--- src/power_status_pkg.sv ---
// Shared constants and types for the power status and wake timer block
package power_status_pkg;

   // ---------------------------------------------------------------
   // Register map
   // ---------------------------------------------------------------
   localparam logic [15:0] SFR_POWER_STATE  = 16'h00f9;
   localparam logic [15:0] ADDR_PLL_CTRL    = 16'h2200;
   localparam logic [15:0] ADDR_ADC_REF     = 16'h2704;
   localparam logic [15:0] ADDR_WAKE_RELOAD = 16'h2880;
   localparam logic [15:0] ADDR_WAKE_ARM    = 16'h28b2;

   // Field positions
   localparam int BIT_PLL_FAST  = 4;
   localparam int BIT_REF_CAL   = 7;
   localparam int BIT_REF_DIS   = 6;
   localparam int BIT_WAKE_ARM  = 5;
   localparam int FUSE_PLL_BIT  = 5;
   localparam int FUSE_WIDTH    = 8;

   // Reset values
   localparam logic       PLL_FAST_RESET    = 1'h0;
   localparam logic       REF_CAL_RESET     = 1'h0;
   localparam logic       REF_DIS_RESET     = 1'h0;
   localparam logic       WAKE_ARM_RESET    = 1'h0;
   localparam logic [7:0] WAKE_RELOAD_RESET = 8'h00;
   localparam logic [7:0] RDATA_NONE        = 8'h00;

   // ---------------------------------------------------------------
   // Power state codes
   // ---------------------------------------------------------------
   localparam logic [2:0] CODE_MAIN_OK    = 3'h0;
   localparam logic [2:0] CODE_MAIN_LOW   = 3'h1;
   localparam logic [2:0] CODE_BAT_OK     = 3'h2;
   localparam logic [2:0] CODE_BAT_WEAK   = 3'h3;
   localparam logic [2:0] CODE_BAT_BROWN  = 3'h5;
   localparam logic [2:0] CODE_RESET      = 3'h0;

   // ---------------------------------------------------------------
   // Types
   // ---------------------------------------------------------------
   typedef struct packed {
      logic analog_supply_good;
      logic main_supply_good;
      logic core_supply_good;
      logic core_above_two_volts;
   } supply_status_t;

   localparam supply_status_t SUPPLY_RESET = '0;

   typedef struct packed {
      logic        sfr;     // 1: special-function space, 0: I/O RAM
      logic [15:0] addr;
      logic        wr;
      logic        rd;
      logic [7:0]  wdata;
   } reg_req_t;

   typedef enum logic [2:0] {
      W_IDLE  = 3'b001,
      W_ARMED = 3'b010,
      W_RUN   = 3'b100
   } wake_state_t;

endpackage

--- src/power_status_wake_timer.sv ---
// Power source status encoder, flash/PLL guard, reference gate and wake timer
// Functional notes
// - Both analog-good and main-good high report code 000.
// - Analog-good low with main-good high reports code 001.
// - Main indicators low, both core indicators high report code 010.
// - Battery, core-good low, above-two-volts high: code 011 and flash writes blocked.
// - In code 011 with trim fuse bit 5 blown, clear fast-PLL select bit.
// - Battery with core below two volts reports code 101.
// - Power code is read-only, special-function register F9 bits 2:0.
// - Writing the arm bit arms the timer and loads the reload byte.
// - Armed timer starts only on sleep or display-only request.
// - Reference disable bit suppresses routing the reference to its pin.
`timescale 1ns/1ps
module power_status_wake_timer #(
   parameter int RELOAD_WIDTH = 8
) (
   // Clock and reset
   input  wire logic                                clk,
   input  wire logic                                resetn,
   // Register access port
   input  wire power_status_pkg::reg_req_t          reg_req,
   output logic [7:0]                               reg_rdata,
   // Supply indicators from analog comparators
   input  wire power_status_pkg::supply_status_t    supply_in,
   input  wire logic [power_status_pkg::FUSE_WIDTH-1:0] supply_trim_fuse,
   // Processor mode requests and timebase
   input  wire logic                                sleep_request,
   input  wire logic                                display_only_request,
   input  wire logic                                sec_tick,
   // Controls out
   output logic                                     flash_write_inhibit,
   output logic                                     pll_fast_select,
   output logic                                     adc_ref_to_pin,
   output logic                                     wake_event,
   output logic                                     wake_timer_running
);

   // ---------------------------------------------------------------
   // Functions
   // ---------------------------------------------------------------
   // Power code from supply indicators
   function automatic logic [2:0] power_code(input power_status_pkg::supply_status_t s);
      logic [2:0] c;
      c = power_status_pkg::CODE_BAT_BROWN;
      if (s.main_supply_good) begin
         if (s.analog_supply_good) begin
            c = power_status_pkg::CODE_MAIN_OK;
         end else begin
            c = power_status_pkg::CODE_MAIN_LOW;
         end
      end else if (s.core_supply_good && s.core_above_two_volts) begin
         c = power_status_pkg::CODE_BAT_OK;
      end else if (s.core_above_two_volts) begin
         c = power_status_pkg::CODE_BAT_WEAK;
      end
      return c;
   endfunction

   // Address match in the selected space
   function automatic logic hit(input power_status_pkg::reg_req_t r, input logic sfr, input logic [15:0] a);
      return (r.sfr == sfr) && (r.addr == a);
   endfunction

   // ---------------------------------------------------------------
   // Input synchronisers
   // ---------------------------------------------------------------
   power_status_pkg::supply_status_t supply_s1_r, supply_s2_r;
   logic [power_status_pkg::FUSE_WIDTH-1:0] fuse_s1_r, fuse_s2_r;

   // Two flops on every asynchronous level
   always_ff @(posedge clk or negedge resetn) begin
      if (!resetn) begin
         supply_s1_r <= power_status_pkg::SUPPLY_RESET;
         supply_s2_r <= power_status_pkg::SUPPLY_RESET;
         fuse_s1_r   <= '0;
         fuse_s2_r   <= '0;
      end else begin
         supply_s1_r <= supply_in;
         supply_s2_r <= supply_s1_r;
         fuse_s1_r   <= supply_trim_fuse;
         fuse_s2_r   <= fuse_s1_r;
      end
   end

   // ---------------------------------------------------------------
   // Power code and registers
   // ---------------------------------------------------------------
   logic [2:0]              code_r, code_nxt;
   logic                    pll_fast_r, pll_fast_nxt;
   logic                    ref_cal_r, ref_cal_nxt;
   logic                    ref_dis_r, ref_dis_nxt;
   logic [RELOAD_WIDTH-1:0] reload_r, reload_nxt;
   logic                    arm_r, arm_nxt;
   logic [7:0]              rdata_r, rdata_nxt;
   logic                    arm_load;
   logic                    timer_armed;
   logic                    timer_expire;
   logic                    wr_pll, wr_ref, wr_reload, wr_arm;

   assign wr_pll    = reg_req.wr && hit(reg_req, 1'b0, power_status_pkg::ADDR_PLL_CTRL);
   assign wr_ref    = reg_req.wr && hit(reg_req, 1'b0, power_status_pkg::ADDR_ADC_REF);
   assign wr_reload = reg_req.wr && hit(reg_req, 1'b0, power_status_pkg::ADDR_WAKE_RELOAD);
   assign wr_arm    = reg_req.wr && hit(reg_req, 1'b0, power_status_pkg::ADDR_WAKE_ARM);

   // A written one on the arm bit loads the timer
   assign arm_load = wr_arm && reg_req.wdata[power_status_pkg::BIT_WAKE_ARM];

   // Next values of code, control bits and read data
   always_comb begin
      code_nxt     = power_code(supply_s2_r);
      pll_fast_nxt = pll_fast_r;
      ref_cal_nxt  = ref_cal_r;
      ref_dis_nxt  = ref_dis_r;
      reload_nxt   = reload_r;
      arm_nxt      = arm_r;
      rdata_nxt    = rdata_r;
      if (wr_pll) begin
         pll_fast_nxt = reg_req.wdata[power_status_pkg::BIT_PLL_FAST];
      end
      // Weak battery with trim fuse blown forces the fast PLL off
      if ((code_r == power_status_pkg::CODE_BAT_WEAK) && fuse_s2_r[power_status_pkg::FUSE_PLL_BIT]) begin
         pll_fast_nxt = 1'b0;
      end
      if (wr_ref) begin
         ref_cal_nxt = reg_req.wdata[power_status_pkg::BIT_REF_CAL];
         ref_dis_nxt = reg_req.wdata[power_status_pkg::BIT_REF_DIS];
      end
      if (wr_reload) begin
         reload_nxt = reg_req.wdata[RELOAD_WIDTH-1:0];
      end
      // Expiry clears the arm bit; a write in the same cycle wins
      if (timer_expire) begin
         arm_nxt = 1'b0;
      end
      if (wr_arm) begin
         arm_nxt = reg_req.wdata[power_status_pkg::BIT_WAKE_ARM];
      end
      if (reg_req.rd) begin
         rdata_nxt = power_status_pkg::RDATA_NONE;
         if (hit(reg_req, 1'b1, power_status_pkg::SFR_POWER_STATE)) begin
            rdata_nxt[2:0] = code_r;
         end else if (hit(reg_req, 1'b0, power_status_pkg::ADDR_PLL_CTRL)) begin
            rdata_nxt[power_status_pkg::BIT_PLL_FAST] = pll_fast_r;
         end else if (hit(reg_req, 1'b0, power_status_pkg::ADDR_ADC_REF)) begin
            rdata_nxt[power_status_pkg::BIT_REF_CAL] = ref_cal_r;
            rdata_nxt[power_status_pkg::BIT_REF_DIS] = ref_dis_r;
         end else if (hit(reg_req, 1'b0, power_status_pkg::ADDR_WAKE_RELOAD)) begin
            rdata_nxt[RELOAD_WIDTH-1:0] = reload_r;
         end else if (hit(reg_req, 1'b0, power_status_pkg::ADDR_WAKE_ARM)) begin
            rdata_nxt[power_status_pkg::BIT_WAKE_ARM] = arm_r;
         end
      end
   end

   // Register stage
   always_ff @(posedge clk or negedge resetn) begin
      if (!resetn) begin
         code_r     <= power_status_pkg::CODE_RESET;
         pll_fast_r <= power_status_pkg::PLL_FAST_RESET;
         ref_cal_r  <= power_status_pkg::REF_CAL_RESET;
         ref_dis_r  <= power_status_pkg::REF_DIS_RESET;
         reload_r   <= power_status_pkg::WAKE_RELOAD_RESET[RELOAD_WIDTH-1:0];
         arm_r      <= power_status_pkg::WAKE_ARM_RESET;
         rdata_r    <= power_status_pkg::RDATA_NONE;
      end else begin
         code_r     <= code_nxt;
         pll_fast_r <= pll_fast_nxt;
         ref_cal_r  <= ref_cal_nxt;
         ref_dis_r  <= ref_dis_nxt;
         reload_r   <= reload_nxt;
         arm_r      <= arm_nxt;
         rdata_r    <= rdata_nxt;
      end
   end

   // ---------------------------------------------------------------
   // Wake timer
   // ---------------------------------------------------------------
   wake_timer #(
      .WIDTH        (RELOAD_WIDTH)
   ) u_wake_timer (
      .clk          (clk),
      .resetn       (resetn),
      .arm_load     (arm_load),
      .reload       (reload_r),
      .mode_request (sleep_request || display_only_request),
      .sec_tick     (sec_tick),
      .armed        (timer_armed),
      .running      (wake_timer_running),
      .expire       (timer_expire)
   );

   // ---------------------------------------------------------------
   // Outputs
   // ---------------------------------------------------------------
   assign reg_rdata           = rdata_r;
   assign flash_write_inhibit = (code_r == power_status_pkg::CODE_BAT_WEAK);
   assign pll_fast_select     = pll_fast_r;
   assign adc_ref_to_pin      = ref_cal_r && !ref_dis_r;
   assign wake_event          = timer_expire;
endmodule // power_status_wake_timer

--- src/wake_timer.sv ---
// One-byte wake-up timer counting whole seconds
`timescale 1ns/1ps
module wake_timer #(
   parameter int WIDTH = 8
) (
   // Clock and reset
   input  wire logic             clk,
   input  wire logic             resetn,
   // Control
   input  wire logic             arm_load,
   input  wire logic [WIDTH-1:0] reload,
   input  wire logic             mode_request,
   input  wire logic             sec_tick,
   // Status
   output logic                  armed,
   output logic                  running,
   output logic                  expire
);

   // ---------------------------------------------------------------
   // Timer state
   // ---------------------------------------------------------------
   power_status_pkg::wake_state_t state_r, state_nxt;
   logic [WIDTH-1:0]              count_r, count_nxt;
   logic                          expire_r, expire_nxt;

   // Next state of the timer
   always_comb begin
      state_nxt  = state_r;
      count_nxt  = count_r;
      expire_nxt = 1'b0;
      case (state_r)
         power_status_pkg::W_IDLE: begin
         end
         power_status_pkg::W_ARMED: begin
            if (mode_request) begin
               state_nxt = power_status_pkg::W_RUN;
            end
         end
         power_status_pkg::W_RUN: begin
            if (sec_tick) begin
               if (count_r == '0) begin
                  state_nxt  = power_status_pkg::W_IDLE;
                  expire_nxt = 1'b1;
               end else begin
                  count_nxt = count_r - 1'b1;
               end
            end
         end
         default: begin
            state_nxt = power_status_pkg::W_IDLE;
         end
      endcase
      // Arming reloads from any state
      if (arm_load) begin
         state_nxt = power_status_pkg::W_ARMED;
         count_nxt = reload;
      end
   end

   // Timer registers
   always_ff @(posedge clk or negedge resetn) begin
      if (!resetn) begin
         state_r  <= power_status_pkg::W_IDLE;
         count_r  <= '0;
         expire_r <= 1'b0;
      end else begin
         state_r  <= state_nxt;
         count_r  <= count_nxt;
         expire_r <= expire_nxt;
      end
   end

   assign armed   = (state_r == power_status_pkg::W_ARMED);
   assign running = (state_r == power_status_pkg::W_RUN);
   assign expire  = expire_r;
endmodule // wake_timer

--- config.mk ---
export PLATFORM = sky130hd
export DESIGN_NAME = power_status_wake_timer
export DESIGN_NICKNAME = d
export VERILOG_FILES = /design/src/power_status_pkg.sv /design/src/power_status_wake_timer.sv /design/src/wake_timer.sv
export SDC_FILE = /design/constraint.sdc
export NUM_CORES = 1
export LEC_CHECK = 0
export BUFFER_PORTS_ARGS = -buffer_cell sky130_fd_sc_hd__buf_2
export CAP_MARGIN = 40
export CORE_ASPECT_RATIO = 1.1
export CORE_UTILIZATION = 55
export CTS_BUF_LIST = sky130_fd_sc_hd__clkbuf_16
export DETAILED_ROUTE_END_ITERATION = 10
export PLACE_DENSITY = 0.83
export SLEW_MARGIN = 20
export SYNTH_ARGS = -nofsm -noshare
export SYNTH_HDL_FRONTEND = slang
export SYNTH_HIERARCHICAL = 1
export SYNTH_SLANG_ARGS = --single-unit
--- constraint.sdc ---
create_clock -name clk -period 4.3 [get_ports clk]
set_clock_uncertainty 0.15 [all_clocks]
set_input_delay 1.29 -clock clk [delete_from_list [all_inputs] [get_ports clk]]
set_output_delay 1.29 -clock clk [all_outputs]
set_load 0.03 [all_outputs]
* After elaboration in Yosys (flattened, before gate mapping)
Index checks and enable logic that the tools add are counted.
** Storage, ports and cells
- Register bits :: 55
- Bits of input ports :: 44
- Word-level logic and storage cells :: 89
** Cells by class
- Add/subtract/negate cells :: 1
- Equal/unequal tests :: 14
- Multiplexer cells :: 31
- Bitwise gates (word level) :: 1
- Reduce and logical (&&, ||, !) cells :: 22
** Operator list (number)
- $eq A16 B14 Y1 const B :: 4
- $mux W8 :: 4
- $mux W3 :: 9
- $eq A16 B8 Y1 const B :: 1
- $logic_and A1 B1 Y1 :: 13
- $mux W1 :: 11
- $mux W5 :: 2
- $pmux W3 S3 :: 1
- $logic_not A8 Y1 :: 1
- $reduce_bool A2 Y1 :: 4
- $sub A8 B1 Y8 const B :: 1
- $eq A3 B2 Y1 const B :: 2
- $mux W6 :: 1
- $ne A3 B2 Y1 const B :: 2
- $mux W2 :: 2
- $mux W4 :: 1
- $ne A2 B2 Y1 const B :: 2
- $reduce_and A4 Y1 :: 1
- $eq A3 B1 Y1 const B :: 1
- $eq A3 B3 Y1 const B :: 1
- $ne A3 B1 Y1 const B :: 1
- $reduce_and A3 Y1 :: 1
- $logic_not A1 Y1 :: 1
- $logic_or A1 B1 Y1 :: 1
- $not A1 Y1 :: 1

* Depth between registers and ports, before layout
- Depth after elaboration :: 7
- Depth in mapped cells :: 8
- Gate-level depth less buffers :: 7

* By module
Netlist, hierarchy kept.
** By module, submodules not included
- power_status_wake_timer :: instances 1, cells each 111, area an instance 1405.1 um2
- wake_timer :: instances 1, cells each 72, area an instance 694.4 um2

* Least setup slack after synthesis
Ideal clock, no wire load.
- Path type :: in2reg
- From :: input reg_req[18] (netlist bit)
- To :: register u_wake_timer.count_r[2]
- Arrival time :: 2.904 ns
- Setup slack :: 1.111 ns
- Cell stages on the path :: 7
- Cells stage by stage :: or4b_4 nor2_1 nand4_1 nor3_1 clkbuf_1 clkbuf_1 o21ai_0
** Between the ends
- Cells in the longest elaborated chain, start to end :: 6
- Elaborated cells on any way between the ends :: 9
- Classes of those cells :: 2 x eq/ne; 1 x mux; 6 x reduce/logical
** Ends and longest elaborated chain
- start, declared :: RTL line power_status_wake_timer.sv:21 : input wire power_status_pkg::reg_req_t reg_req,
- $eq A16 B14 Y1 * :: RTL line power_status_wake_timer.sv:61 : return (r.sfr == sfr) && (r.addr == a);
- $logic_and A1 B1 Y1 * :: RTL line power_status_wake_timer.sv:61
- $logic_and A1 B1 Y1 * :: RTL line power_status_wake_timer.sv:103 : assign wr_arm = reg_req.wr && hit(reg_req, 1'b0, power_status_pkg::ADDR_WAKE_ARM);
- $logic_and A1 B1 Y1 * :: RTL line power_status_wake_timer.sv:106 : assign arm_load = wr_arm && reg_req.wdata[power_status_pkg::BIT_WAKE_ARM];
- named net arm_load :: RTL line power_status_wake_timer.sv:95 : logic arm_load;
- $ne A2 B2 Y1 (no source line) / $reduce_bool A2 Y1 (equally long branches)
- $reduce_and A3 Y1 (no source line)
- end signal, assigned :: RTL line wake_timer.sv:69 : count_r <= count_nxt;
- end, declared :: RTL line wake_timer.sv:24 : logic [WIDTH-1:0] count_r, count_nxt;
The timed path passes the listed nets; every way through them passes the cells marked *.
A chain may end at the register's enable or synchronous reset.

* Worst setup path in the final report
- From :: input reg_req[18] (netlist bit)
- To :: register u_wake_timer.count_r[7]
The elaborated chain is that of the path after synthesis.

==> metrics <==
status=finished clean; GRT Util Overall=0.233; antenna cells=0; die area=4060 sq um; Skew-Pair Late Insertion Delay=0.28 ns; DR DRC count=0; CP Depth=8; P_leak=1.20 nW; YS warnings=6; Slew headroom=0.472; crit path capture=u_wake_timer/count_r[7]$_DFFE_PN0P_; Sink Count=45; vias in the first global route=1604; syn avg cell area=11.5 sq um; Setup Fix Bufs, Post-CTS=0; Final Setup Violations=0; DR iter-0 viols=85; critical path arrival=3.00 ns; grt ovf=0; clock period minus final worst setup slack=2.99 ns; Core ar.=3650 sq um; iteration count of the initial detailed-routing pass=6; Final ANT Viol Nets=0; Flop pwr share=0.500; WP buf/inv=2; final instance area=2570 sq um; max incr delay on CP=0.57 ns; Die Height=66.7 microns; r2r setup slk=2.04 ns; Starting Density=0.573; WP data required=4.31 ns; buffers added on ports=49; f_max=0.335 GHz; Power Density=352 nW/um^2; Placed Area=2420 sq um; WL/cell=14.7 microns; Mapped Cells=182; worst-path maximum fanout=20; number of buffers created by CTS=5; Synth Net Count=228; Final Max Slew Viols=0; Hold Path Stages=0; RR Startpoint=u_wake_timer/count_r[0]$_DFFE_PN0P_; area growth from synthesis to layout=22.5%; clock network power share=0.403; CTS tree=yes; Hold Crit Class=reg2reg; R2R depth=6; switching share of power=0.233; RSZ-0062 raised after global routing=no; R2R Path End=u_wake_timer/count_r[5]$_DFFE_PN0P_; cell-internal power=0.693 mW; beginning of the critical path=reg_req[18]; clock buffer depth=2; CP Class=in2reg; first-pass GRT wire length=6.80 mm; layout cells sized above 1=0.378; post_cts resized=0; Critical Path End Type=flop; Crit path max-delay family=simple AND/OR/NAND/NOR gates; combinational share of power=0.096; root buf cell=clkbuf_16; post-route setup TNS=0 ns; initial antenna violation count=0; hold_buf cts=0; worst vdd ir=0.000279 V; Final Cycle Share=0.695; row count=23; final wirelength=4.24 mm; Final Wtd Congestion=0.778; chip width=60.9 microns; io pins=57; endpoints failing hold=0; detailed-route via count=1639; slowest CP cell=or4b_4; CP Cell Sequence=buf_2, or4b_4, nor2_1, nand4_1, nor3_1, buf_4, nor2_1, a221o_1; Slew @ Worst Pin=0.790 ns; switching power=0.211 mW; most used cell, CP=nor2_1; drt via density=5.69; Mapped Area=2100 sq um; CP Launch Type=primary input; max cap viols=0; largest net degree at the start of global routing=27; Final #Nets=283; fillers=280; clock slew at reported path FFs=0.06 ns; H-Tree Depth=2; DPL Wire Length=3.20 mm
power by group through the flow:
stage	sequential, mW	clock [mW]	combinational, mW
after global routing	0.454	0.391	0.0981
after detailed placement	0.459	0	0.0874
after CTS	0.452	0.373	0.0882
after floorplan	0.456	0	0.0480
after global placement	0.459	0	0.0825
final	0.452	0.365	0.0871
stage by stage:
step | instances | utilization | setup slack (ns) | hold slack, ns | power (mW)
detailed placement | 280 | 0.662 | 1.01 | 0.191 | 0.547
global placement | 279 | 0.657 | 1.06 | 0.187 | 0.541
CTS | 288 | 0.702 | 1.31 | 0.206 | 0.913
floorplan | 182 | - | 1.11 | 0.181 | 0.504
global route | 288 | 0.702 | 1.17 | 0.213 | 0.943
finish | 288 | 0.702 | 1.31 | 0.204 | 0.904
state kept, by name (all words and copies together), names as in the netlist, 3 cells and up:
signal and count:
supply_s1_r 4, code_r 3, supply_s2_r 4, u_wake_timer/count_r 8, reload_r 8, u_wake_timer/state_r 3, reg_rdata 8
how the worst min path moves through the flow:
stage | slack (ns) | endpoint | from
final | 0.20 | fuse_s2_r[5]$_DFF_PN0_ | fuse_s1_r[5]$_DFF_PN0_
after global routing | 0.21 | supply_s2_r[3]$_DFF_PN0_ | supply_s1_r[3]$_DFF_PN0_
after CTS | 0.21 | fuse_s2_r[5]$_DFF_PN0_ | fuse_s1_r[5]$_DFF_PN0_
after detailed placement | 0.19 | fuse_s2_r[5]$_DFF_PN0_ | fuse_s1_r[5]$_DFF_PN0_
after global placement | 0.19 | supply_s2_r[2]$_DFF_PN0_ | supply_s1_r[2]$_DFF_PN0_
after floorplan | 0.18 | fuse_s2_r[5]$_DFF_PN0_ | fuse_s1_r[5]$_DFF_PN0_
layout by cell type (no fill, tap or decap), types with 4 or more instances in the layout:
cell / instances
buf_2: 49
dfrtp_1: 44
nand2_1: 16
mux2_2: 15
inv_1: 13
nor2_1: 9
nor3_1: 6
clkbuf_16: 5
o21ai_0: 5
a22oi_1: 4
o22ai_1: 4
a22o_1: 4
a21oi_1: 4
a211oi_1: 4
xnor2_1: 4
area by class of cell:
cell class              instances  area (sq um)  area share
inverters                      13          48.8      0.0190
repair buffers                 51           273       0.106
well taps                      50          62.6      0.0244
clock buffers                   5           125      0.0487
flip-flops and latches         45          1130       0.439
clock inverters                 3          22.5     0.00877
multi-input cells             121           908       0.354
layer usage:
layer | track usage | up-vias | routed length, microns
met4 | 0.116 | 0 | 132
met3 | 0.0602 | 15 | 213
met2 | 0.383 | 59 | 2140
met5 | 0 | - | 0
li1 | - | 775 | -
met1 | 0.278 | 790 | 1760
(Power assumes the default switching activity.)
